==> config.mk <==
export PLATFORM = sky130hd
export DESIGN_NAME = e1_cas_change_flags
export DESIGN_NICKNAME = d
export VERILOG_FILES = /design/src/rtl/cas_flags_pkg.sv /design/src/rtl/sig_value_mem.sv /design/src/rtl/e1_cas_change_flags.sv
export SDC_FILE = /design/constraint.sdc
export NUM_CORES = 1
export LEC_CHECK = 0
export BUFFER_PORTS_ARGS = -buffer_cell sky130_fd_sc_hd__buf_2
export CORE_ASPECT_RATIO = 1.5
export CORE_MARGIN = 5
export CORE_UTILIZATION = 58
export DETAILED_ROUTE_END_ITERATION = 10
export PLACE_DENSITY = 0.85
export SYNTH_ARGS = -nofsm -noshare
export SYNTH_HDL_FRONTEND = slang
export SYNTH_SLANG_ARGS = --single-unit
==> constraint.sdc <==
create_clock -name SYS_CLK_I -period 2.25 [get_ports SYS_CLK_I]
set_input_delay 0.3375 -clock SYS_CLK_I [delete_from_list [all_inputs] [get_ports SYS_CLK_I]]
set_output_delay 0.3375 -clock SYS_CLK_I [all_outputs]
set_load 0.03 [all_outputs]
==> src/rtl/cas_flags_pkg.sv <==
// Behaviour
// - First change register flags timeslots 0-7, bit 7 lowest slot, bit 0 highest.
// - Second change register flags timeslots 8-15, bit 7 slot 8, bit 0 slot 15.
// - Third change register flags timeslots 16-23, bit 7 slot 16, bit 0 slot 23.
// - A flag reads 1 if its slot signaling changed since last read, else 0.
// - Reading a change register returns its flags, then clears them, except a flag set by a change on the clearing edge.
// - Timeslot 0 flag never sets; that slot carries framing, not signaling.
// - All flags stay cleared and inactive unless CAS mode is enabled.
package cas_flags_pkg;

	localparam int SLOT_W     = 5;
	localparam int ABCD_W     = 4;
	localparam int NUM_SLOTS  = 32;
	localparam int FLAG_SLOTS = 24;
	localparam int GROUP_W    = 8;
	localparam int NUM_GROUPS = 3;
	localparam int OFFS_W     = 8;

	// Register byte offsets
	localparam logic [OFFS_W-1:0] OFFS_CHG_0_7   = 8'h00;
	localparam logic [OFFS_W-1:0] OFFS_CHG_8_15  = 8'h04;
	localparam logic [OFFS_W-1:0] OFFS_CHG_16_23 = 8'h08;
	localparam logic [OFFS_W-1:0] OFFS_CTRL      = 8'h0c;
	localparam logic [OFFS_W-1:0] OFFS_INT_STS   = 8'h10;
	localparam logic [OFFS_W-1:0] OFFS_INT_MASK  = 8'h14;

	// Field positions and reset values
	localparam int CTRL_CAS_EN_BIT = 0;
	localparam logic [FLAG_SLOTS-1:0] FLAGS_RST = 24'h000000;
	localparam logic [NUM_GROUPS-1:0] INT_RST   = 3'h0;
	localparam logic                  CTRL_RST  = 1'h0;

	localparam logic [1:0] HTRANS_NONSEQ = 2'h2;
	localparam logic [1:0] HRESP_OKAY    = 2'h0;

	typedef struct packed {
		logic [SLOT_W-1:0] slot;
		logic [ABCD_W-1:0] abcd;
	} sig_in_t;

endpackage

==> src/rtl/sig_value_mem.sv <==
`timescale 1ns/1ps
module sig_value_mem #(
	parameter int DEPTH  = 32,
	parameter int WIDTH  = 4,
	parameter int ADDR_W = 5
) (
	input  wire logic              clk_i,     // System clock
	input  wire logic              rst_i,     // Sync reset
	input  wire logic              wr_en_i,   // Write strobe
	input  wire logic [ADDR_W-1:0] wr_addr_i, // Write slot
	input  wire logic [WIDTH-1:0]  wr_data_i, // Write value
	input  wire logic              rd_en_i,   // Read strobe
	input  wire logic [ADDR_W-1:0] rd_addr_i, // Read slot
	output logic      [WIDTH-1:0]  rd_data_o  // Registered read data
);

	logic [WIDTH-1:0] mem [DEPTH];
	logic [WIDTH-1:0] rd_data_q;

	// Read returns the old word on a same-address write
	always_ff @(posedge clk_i) begin
		if (wr_en_i) begin
			mem[wr_addr_i] <= wr_data_i;
		end
	end

	always_ff @(posedge clk_i) begin
		if (rst_i) begin
			rd_data_q <= '0;
		end else if (rd_en_i) begin
			rd_data_q <= mem[rd_addr_i];
		end
	end

	assign rd_data_o = rd_data_q;

endmodule

==> src/rtl/e1_cas_change_flags.sv <==
// Decided for this implementation: the AHB-Lite register port and the address map.
`timescale 1ns/1ps
module e1_cas_change_flags (
	input  wire logic                   SYS_CLK_I,   // 100 MHz clock
	input  wire logic                   RST_I,       // Sync reset, high
	input  wire logic                   HSEL_I,      // AHB slave select
	input  wire logic [31:0]            HADDR_I,     // AHB address
	input  wire logic [1:0]             HTRANS_I,    // AHB transfer type
	input  wire logic                   HWRITE_I,    // AHB write
	input  wire logic [2:0]             HSIZE_I,     // AHB size
	input  wire logic [31:0]            HWDATA_I,    // AHB write data
	input  wire logic                   HREADY_I,    // AHB bus ready
	output logic      [31:0]            HRDATA_O,    // AHB read data
	output logic                        HREADYOUT_O, // AHB slave ready
	output logic      [1:0]             HRESP_O,     // AHB response
	input  wire logic                   SIG_VALID_I, // New CAS value pulse
	input  wire cas_flags_pkg::sig_in_t SIG_I,       // Slot and abcd bits
	output logic                        IRQ_O        // Interrupt level
);
	import cas_flags_pkg::*;

	////////////////////////////////////////////////////////////////////////
	// Functions

	// Slot s of group g lands on bit 7-(s mod 8)
	function automatic logic [GROUP_W-1:0] grp_bits(
		input logic [FLAG_SLOTS-1:0] f,
		input int                    g
	);
		logic [GROUP_W-1:0] r;
		r = '0;
		for (int i = 0; i < GROUP_W; i++) begin
			r[GROUP_W-1-i] = f[g*GROUP_W+i];
		end
		return r;
	endfunction

	function automatic logic [FLAG_SLOTS-1:0] clr_mask(
		input logic [OFFS_W-1:0] a
	);
		logic [FLAG_SLOTS-1:0] m;
		m = '0;
		if (a == OFFS_CHG_0_7) begin
			m = 24'h0000ff;
		end else if (a == OFFS_CHG_8_15) begin
			m = 24'h00ff00;
		end else if (a == OFFS_CHG_16_23) begin
			m = 24'hff0000;
		end
		return m;
	endfunction

	////////////////////////////////////////////////////////////////////////
	// State

	logic [FLAG_SLOTS-1:0] flags_q, flags_d;
	logic [NUM_SLOTS-1:0]  seen_q, seen_d;
	logic                  cas_en_q;
	logic [NUM_GROUPS-1:0] sts_q, sts_d;
	logic [NUM_GROUPS-1:0] mask_q;
	logic                  cmp_vld_q;
	sig_in_t               cmp_q;
	logic                  byp_q;
	logic [ABCD_W-1:0]     byp_data_q;
	logic                  rd_pend_q;
	logic [OFFS_W-1:0]     rd_addr_q;
	logic                  wr_pend_q;
	logic [OFFS_W-1:0]     wr_addr_q;
	logic [31:0]           hrdata_q;
	logic                  hreadyout_q;
	logic                  irq_q;

	////////////////////////////////////////////////////////////////////////
	// Bus decode

	wire rd_acc = HSEL_I && HREADY_I && (HTRANS_I == HTRANS_NONSEQ)
		&& !HWRITE_I;
	wire wr_acc = HSEL_I && HREADY_I && (HTRANS_I == HTRANS_NONSEQ)
		&& HWRITE_I;
	wire wr_ctrl = wr_pend_q && (wr_addr_q == OFFS_CTRL);
	wire wr_sts  = wr_pend_q && (wr_addr_q == OFFS_INT_STS);
	wire wr_mask = wr_pend_q && (wr_addr_q == OFFS_INT_MASK);

	wire [FLAG_SLOTS-1:0] rd_clr = rd_pend_q ? clr_mask(rd_addr_q)
		: 24'h000000;

	// Unmapped offsets read as zero
	wire [31:0] rd_word =
		(rd_addr_q == OFFS_CHG_0_7)   ? {24'h0, grp_bits(flags_q, 0)} :
		(rd_addr_q == OFFS_CHG_8_15)  ? {24'h0, grp_bits(flags_q, 1)} :
		(rd_addr_q == OFFS_CHG_16_23) ? {24'h0, grp_bits(flags_q, 2)} :
		(rd_addr_q == OFFS_CTRL)      ? {31'h0, cas_en_q}             :
		(rd_addr_q == OFFS_INT_STS)   ? {29'h0, sts_q}                :
		(rd_addr_q == OFFS_INT_MASK)  ? {29'h0, mask_q}               :
		32'h0;

	////////////////////////////////////////////////////////////////////////
	// Signaling compare

	wire [ABCD_W-1:0] mem_rd;

	sig_value_mem #(
		.DEPTH  (NUM_SLOTS),
		.WIDTH  (ABCD_W),
		.ADDR_W (SLOT_W)
	) u_sig_mem (
		.clk_i     (SYS_CLK_I),
		.rst_i     (RST_I),
		.wr_en_i   (cmp_vld_q),
		.wr_addr_i (cmp_q.slot),
		.wr_data_i (cmp_q.abcd),
		.rd_en_i   (SIG_VALID_I),
		.rd_addr_i (SIG_I.slot),
		.rd_data_o (mem_rd)
	);

	// Bypass covers a slot written in the very cycle it is read back
	wire [ABCD_W-1:0] prev_abcd = byp_q ? byp_data_q : mem_rd;

	// First value after enable only primes the store
	wire slot_live = (cmp_q.slot != 5'h00)
		&& (cmp_q.slot < 5'(FLAG_SLOTS));
	wire chg = cmp_vld_q && cas_en_q && seen_q[cmp_q.slot] && slot_live
		&& (prev_abcd != cmp_q.abcd);

	wire [FLAG_SLOTS-1:0] set_mask = chg ? (24'h000001 << cmp_q.slot)
		: 24'h000000;
	wire [NUM_SLOTS-1:0]  seen_set = cmp_vld_q ? (32'h1 << cmp_q.slot)
		: 32'h0;

	wire [NUM_GROUPS-1:0] grp_evt = {|set_mask[23:16], |set_mask[15:8],
		|set_mask[7:0]};

	// Set wins over the read clear so no change is lost
	assign flags_d = cas_en_q ? ((flags_q & ~rd_clr) | set_mask)
		: FLAGS_RST;
	assign seen_d  = cas_en_q ? (seen_q | seen_set) : '0;
	assign sts_d   = (sts_q & ~(wr_sts ? HWDATA_I[2:0] : 3'h0)) | grp_evt;

	////////////////////////////////////////////////////////////////////////
	// Registers

	always_ff @(posedge SYS_CLK_I) begin
		if (RST_I) begin
			cmp_vld_q  <= 1'b0;
			cmp_q      <= '0;
			byp_q      <= 1'b0;
			byp_data_q <= '0;
		end else begin
			cmp_vld_q  <= SIG_VALID_I;
			cmp_q      <= SIG_I;
			byp_q      <= SIG_VALID_I && cmp_vld_q
				&& (cmp_q.slot == SIG_I.slot);
			byp_data_q <= cmp_q.abcd;
		end
	end

	always_ff @(posedge SYS_CLK_I) begin
		if (RST_I) begin
			flags_q <= FLAGS_RST;
			seen_q  <= '0;
			sts_q   <= INT_RST;
		end else begin
			flags_q <= flags_d;
			seen_q  <= seen_d;
			sts_q   <= sts_d;
		end
	end

	always_ff @(posedge SYS_CLK_I) begin
		if (RST_I) begin
			cas_en_q <= CTRL_RST;
			mask_q   <= INT_RST;
		end else begin
			if (wr_ctrl) begin
				cas_en_q <= HWDATA_I[CTRL_CAS_EN_BIT];
			end
			if (wr_mask) begin
				mask_q <= HWDATA_I[2:0];
			end
		end
	end

	// One wait state on reads so a write just before is visible
	always_ff @(posedge SYS_CLK_I) begin
		if (RST_I) begin
			rd_pend_q   <= 1'b0;
			rd_addr_q   <= '0;
			wr_pend_q   <= 1'b0;
			wr_addr_q   <= '0;
			hreadyout_q <= 1'b1;
		end else begin
			rd_pend_q   <= rd_acc;
			wr_pend_q   <= wr_acc;
			hreadyout_q <= !rd_acc;
			if (rd_acc) begin
				rd_addr_q <= HADDR_I[OFFS_W-1:0];
			end
			if (wr_acc) begin
				wr_addr_q <= HADDR_I[OFFS_W-1:0];
			end
		end
	end

	always_ff @(posedge SYS_CLK_I) begin
		if (RST_I) begin
			hrdata_q <= 32'h0;
			irq_q    <= 1'b0;
		end else begin
			irq_q <= |(sts_q & mask_q);
			if (rd_pend_q) begin
				hrdata_q <= rd_word;
			end
		end
	end

	assign HRDATA_O    = hrdata_q;
	assign HREADYOUT_O = hreadyout_q;
	assign HRESP_O     = HRESP_OKAY;
	assign IRQ_O       = irq_q;

	////////////////////////////////////////////////////////////////////////
	// Assertions

	wire rd_chg0 = rd_pend_q && (rd_addr_q == OFFS_CHG_0_7);
	wire rd_chg1 = rd_pend_q && (rd_addr_q == OFFS_CHG_8_15);
	wire rd_chg2 = rd_pend_q && (rd_addr_q == OFFS_CHG_16_23);
endmodule

# Word-level counts from Yosys, hierarchy flattened
# Memory sizes are Yosys's and may differ from the RTL's. A register that Yosys moved wholly into a read port is not among the register bits.
# Cells that the tools add are included.
word_totals:
  register_bits: 130
  ram_bits: 128
  inputBits: 84
  output_inout_bits: 36
  n_memories: 1
memory_table:
  columns: ["memory", "words", "word_bits", "read_ports", "rd_ports_with_merged_regs", "wr", "line", "rtl"]
  rows:
  - ["u_sig_mem.mem", 32, 4, 1, 1, 1, "sig_value_mem.sv:17", "logic [WIDTH-1:0] mem [DEPTH];"]
classes:
  magnitude_cmp: 2
  n_eq_ne: 11
  shifts: 2
  muxes: 18
  n_bitwise: 9
  reduce_logical: 23
op_table:
  columns: ["op", "count"]
  rows:
  - ["$mux W24", 5]
  - ["$eq A8 B5 Y1 const B", 4]
  - ["$mux W32", 1]
  - ["$or A32 B32 Y32", 1]
  - ["$shl A1 B5 Y32 const A", 1]
  - ["$and A24 B24 Y24", 1]
  - ["$eq A8 B4 Y1 const B", 3]
  - ["$mux W8", 3]
  - ["$not A24 Y24", 1]
  - ["$or A24 B24 Y24", 1]
  - ["$reduce_or A8 Y1", 3]
  - ["$shl A1 B5 Y24 const A", 1]
  - ["$logic_and A1 B1 Y1", 14]
  - ["$mux W3", 4]
  - ["$eq A8 B3 Y1 const B", 1]
  - ["$logic_not A8 Y1", 1]
  - ["$and A3 B3 Y3", 2]
  - ["$lt A5 B6 Y1 const B", 1]
  - ["$bmux W1 S5", 1]
  - ["$eq A5 B5 Y1", 1]
  - ["$lt A5 B5 Y1 const B", 1]
  - ["$reduce_bool A5 Y1", 1]
  - ["$mux W4", 1]
  - ["$ne A4 B4 Y1", 1]
  - ["8 further kinds", 11]

# Logic depth before layout (Yosys ltp)
logic_depth:
  ltp_word: 8
  mapped_depth: 7
  ltp_nobuf: 5

# By module
# A second synthesis with hierarchy kept.
hier_totals:
  cells_unflattened: 850
  area_unflattened_um2: 10028.4
modules_own_cells:
  columns: ["module", "n_inst", "cells_each", "area_each_um2"]
  rows:
  - ["sig_value_mem", 1, 325, 5353.9]
  - ["e1_cas_change_flags", 1, 525, 4674.5]

# Worst setup path after synthesis
# No wires, ideal clock.
synth_path:
  kind: "register -> register"
  startpoint: "reg cmp_q[3] (netlist bit)"
  endpoint: "reg flags_q[21]"
  arrival_ps: 1817
  setup_slack_ps: 316
  path_stages_with_launch: 6
  path_buffers: 1
  period_less_slack_ps: 1934
  path_cell_list: "dfxtp_1 > xnor2_1 > nor4_4 > nor2_2 > buf_6 > a32o_1"
synth_between:
  elab_chain_cells: 4
synth_lines:
  columns: ["element", "line", "rtl"]
  rows:
  - ["start, declared", "e1_cas_change_flags.sv:62", "sig_in_t cmp_q;"]
  - ["start signal, assigned", "e1_cas_change_flags.sv:146", "cmp_q <= '0;"]
  - ["start signal, assigned", "e1_cas_change_flags.sv:151", "cmp_q <= SIG_I;"]
  - ["$ne A4 B4 Y1", "e1_cas_change_flags.sv:124", "&& (prev_abcd != cmp_q.abcd);"]
  - ["$logic_and A1 B1 Y1", "e1_cas_change_flags.sv:124", null]
  - ["$mux W24", "e1_cas_change_flags.sv:126", "wire [FLAG_SLOTS-1:0] set_mask = chg ? (24'h000001 << cmp_q.slot)"]
  - ["$or A24 B24 Y24", "e1_cas_change_flags.sv:135", "assign flags_d = cas_en_q ? ((flags_q & ~rd_clr) | set_mask)"]
  - ["end signal, assigned", "e1_cas_change_flags.sv:164", "flags_q <= flags_d;"]
  - ["end, declared", "e1_cas_change_flags.sv:56", "logic [FLAG_SLOTS-1:0] flags_q, flags_d;"]
# No other way between the ends.
# A chain may end at the register's enable or synchronous reset.

# Final worst setup path
layout_path:
  startpoint: "reg cmp_q[6] (netlist bit)"
  endpoint: "reg flags_q[7]"
layout_between:
  elab_chain_cells: 7
  word_cells_on_any_way: 11
  classes_between: "order compare (1); shift (1); mux (3); bitwise (1); reduce/logical (5)"
layout_lines:
  columns: ["element", "line", "rtl"]
  rows:
  - ["$bmux W1 S5", "e1_cas_change_flags.sv:123", "wire chg = cmp_vld_q && cas_en_q && seen_q[cmp_q.slot] && slot_live"]
  - ["$mux W1 (implied by the code)", "e1_cas_change_flags.sv:123", null]
  - ["$logic_and A1 B1 Y1 (2 in series)", "e1_cas_change_flags.sv:123", null]
  - ["$logic_and A1 B1 Y1", "e1_cas_change_flags.sv:124", null]
  - ["$mux W24 *", "e1_cas_change_flags.sv:126", null]
  - ["$or A24 B24 Y24 *", "e1_cas_change_flags.sv:135", null]
# Mark *: on every way between the ends. The rest lies on a longest branch, timed or not. The select of a mux whose other input is x is not followed.

==> out/qor_table.md <==
| Group | Metric | This run |
|:---|:---|:---|
| clocking | Hold bufs inserted after CTS | 0 |
| outcome | Result of the run | finished, final reports clean |
| worst setup path | Endpoint of the lowest-slack register-to-register path | flags_q[7] |
| timing | Unrepaired setup endpoints after global routing | true |
| pwr | Pleak | 3.80 nW |
| finish | Synthesis-to-layout area growth | 14.0% |
| synthesis | Synthesized area | 0.00964 mm2 |
| finish | Total non-filler cell area in the finished layout | 0.0110 mm2 |
| synthesis | FF+latch count, synth | 238 |
| floorplan | Die Footprint | 0.0193 mm2 |
| finish | Share of layout cells above drive strength 1 | 21.7% |
| grt | Aggregate global-route resource usage | 23.3% |
| worst hold path | Hold Path End | cmp_q[1] |
| synthesis | Number of warnings issued by yosys | 0 |
| drt | Via density per instance | 6.25 |
| floorplan | Initial Util | 59.3% |
| worst setup path | Largest driver fanout on the critical path | 12 |
| floorplan | DIE HEIGHT | 168 um |
| worst setup path | Setup CP Type | reg2reg |
| job | Reported max-cap violation count | 0 |
| clocking | TritonCTS clock tree | built |
| finish | Commonest non-fill, non-tap cell in the layout | edfxtp_1 |
| finish | Most frequent cells in the layout | edfxtp_1 (128), dfxtp_1 (109), nor2_1 (97) |
| worst hold path | Worst hold path stage count | 2 |
| floorplan | DIE WIDTH | 115 um |
| worst setup path | Worst flop-to-flop path startpoint | cmp_q[6] |
| grt | Number of global-route vias before repair | 6482 |
| floorplan | Core Region | 0.0163 mm2 |
| timing | Share of the clock period used by the worst path after layout | 97.4% |
| grt | Overflow left after global routing | 0 |
| worst setup path | Setup crit start kind | register |
| drt | DR DRC count | 0 |
| placement | Instance area at placement | 0.0102 mm2 |
| worst hold path | Hold wc startpoint | SIG_I[1] |
| drt | Average wire per cell in the routed design | 22.3 um |
| drt | Pre-Repair DR Iteration Count | 5 |
| synthesis | Syn avg cell area | 13.5 um2 |
| timing | Final-layout worst hold slack | 0.0504 ns |
| pwr | Design Power | 8.84 mW |
| grt | Largest net degree at the start of global routing | 50 |
| grt | Initial antenna violation count | 0 |
| finish | Antenna Cells | 0 |
| drt | Final WL | 22.4 mm |
| timing | Final Max Slew Viols | 0 |
| synthesis | Number of unique standard cell types used by synthesis | 57 |
| clocking | Number of buffers created by CTS | 21 |
| placement | Post-detail-place hpwl | 15.2 mm |
| floorplan | Number of primary I/O pins | 120 |
| timing | Number of setup violations in the final report | 0 |
| synthesis | Fraction of registers with async set/reset | 0% |
| worst setup path | Endpoint required time on the critical path | 2.63 ns |
| synthesis | Number of instances in the synthesized netlist | 713 |
| worst setup path | Setup crit end kind | register |
| pwr | Max rail drop VDD | 638 uV |
| drt | Initial DRC Count | 659 |
| timing | Final worst path period need | 2.19 ns |
| clocking | Clock Path Buffers | 3 |
| worst setup path | Setup slack, reg-to-reg | 0.06 ns |
| pwr | Ratio of total power to cell area | 804 mW/mm2 |
| grt | First-pass GRT wire length | 35.3 mm |
| timing | Setup Skew | 0.0203 ns |
| worst setup path | Data arrival time of the worst path | 2.58 ns |
| synthesis | Number of synthesized flops with an enable pin | 128 |
| finish | Net count, final | 870 |
| placement | Number of input and output port buffers inserted | 37 |
| placement | Placer Congestion | 0.868 |
| timing | Fmax | 456 MHz |
| drt | Count of nets left with antenna violations after detail routing | 0 |
| timing | Final hold viol count | 0 |
| synthesis | Sequential-to-total area share from yosys stat | 62.7% |
| clocking | H-tree levels | 1 |
| clocking | Total clock sinks | 238 |
| clocking | Clock Pin Slew Worst Setup and Hold Paths | 0.07 ns |
| synthesis | Dominant synthesized flop cell | edfxtp_1 |
| finish | Final standard cell utilization of the core | 67.6% |
| clocking | Cell at the root of the clock tree | clkbuf_16 |
| timing | Worst slew slack as a fraction of its limit | 47.1% |
| timing | Transition at the pin with the smallest max-transition slack | 0.789 ns |
| floorplan | Count of standard-cell rows | 57 |
| worst hold path | Type of the tightest min-delay check | in2reg |
| drt | DR vias | 6290 |
| worst setup path | Number of cells traversed by the worst register-to-register path | 7 |
| clocking | Clock latency on the worst-skew pair | 0.50 ns |
cells by family after synthesis:
logic type / count (synthesis) / share of synthesized area [%]
other: 1 / 0.0389
DFF: 238 / 62.7
xor gates and xnor gates: 9 / 0.818
and+or+nand+nor: 209 / 11.0
muxes: 82 / 13.1
AOI/OAI and AO/OA: 98 / 7.91
buffers and inverters: 76 / 4.40
flip-flops by register name (all words and copies together) (netlist names):
register and cells:
HRDATA_O 8, HREADYOUT_O 1, IRQ_O 1, byp_data_q 4, byp_q 1, cas_en_q 1, cmp_q 9, cmp_vld_q 1
flags_q 24, mask_q 3, rd_addr_q 8, rd_pend_q 1, seen_q 32, sts_q 3, u_sig_mem.mem 128, u_sig_mem.rd_data_o 4
wr_addr_q 8, wr_pend_q 1
per-stage QoR:
step                setup TNS (ns)  setup WS [ns]  cells
floorplan                        0          0.316    738
global placement                 0         0.0989    968
detailed placement               0         0.0431    968
CTS                              0        0.00672   1006
global route               -0.0200       -0.00843   1007
finish                           0         0.0580   1007
report_power, final:
group          internal, mW  total (mW)  switching, mW
Combinational         0.179       0.497          0.318
Sequential             4.61        4.64         0.0359
Clock                  2.17        3.69           1.52
Yosys cell counts (9+ instances only):
cell	count	area, um2
a21oi_1	14	70.1
a22o_1	11	96.3
a32o_1	16	160
buf_2	9	45.0
buf_4	28	210
clkbuf_1	21	78.8
dfxtp_1	110	2200
edfxtp_1	128	3840
inv_1	9	33.8
mux2i_1	46	460
mux4_2	31	698
nand2_1	16	60.1
nand2b_1	19	119
nor2_1	97	364
nor2b_1	26	163
nor3_1	19	95.1
o21ai_0	9	45.0
o22ai_1	13	81.3
xnor2_1	9	78.8
how the worst max path moves through the flow:
stage / startpoint / endpoint / slack (ns) / cells after the start
after detailed placement: cmp_q[5] / flags_q[7] / 0.04 / 6
after global placement: cmp_q[5] / flags_q[6] / 0.1 / 6
final: cmp_q[6] / flags_q[7] / 0.06 / 7
after floorplan: cmp_q[3] / flags_q[21] / 0.32 / 5
after CTS: cmp_q[5] / flags_q[7] / 0.007 / 6
after global routing: cmp_q[6] / flags_q[11] / -0.008 / 5
metal layers:
layer	global-route usage [%]	wire length (um)	up-vias
met3	3.34	1610	93
met2	40.0	11600	341
li1	-	-	2762
met5	0	0	-
met4	14.2	1600	0
met1	27.3	7620	3094
area by class of cell:
type	count	area, um2
clock buffer	31	666
clock inverter	7	65.1
fill	1066	5280
inverter	9	33.8
multi-input combinational	424	3270
sequential	238	6050
tap	206	258
timing repair buffer	92	648
critical path, stage by stage (launching register included):
cell and delay [ns]:
dfxtp_1 0.51, buf_4 0.28, or3_1 0.36, o31ai_2 0.30, buf_4 0.19, a211oi_4 0.04, buf_12 0.15, a22o_1 0.24
timing repair:
action / 4_1_cts / 5_1_grt
pin swaps: 1 / 1
buffers inserted: 0 / 1
setup endpoints to repair: 1 / 23
hold endpoints to repair: 0 / 0
gates resized for setup: 0 / 2
Power figures use the tool's default switching activity.
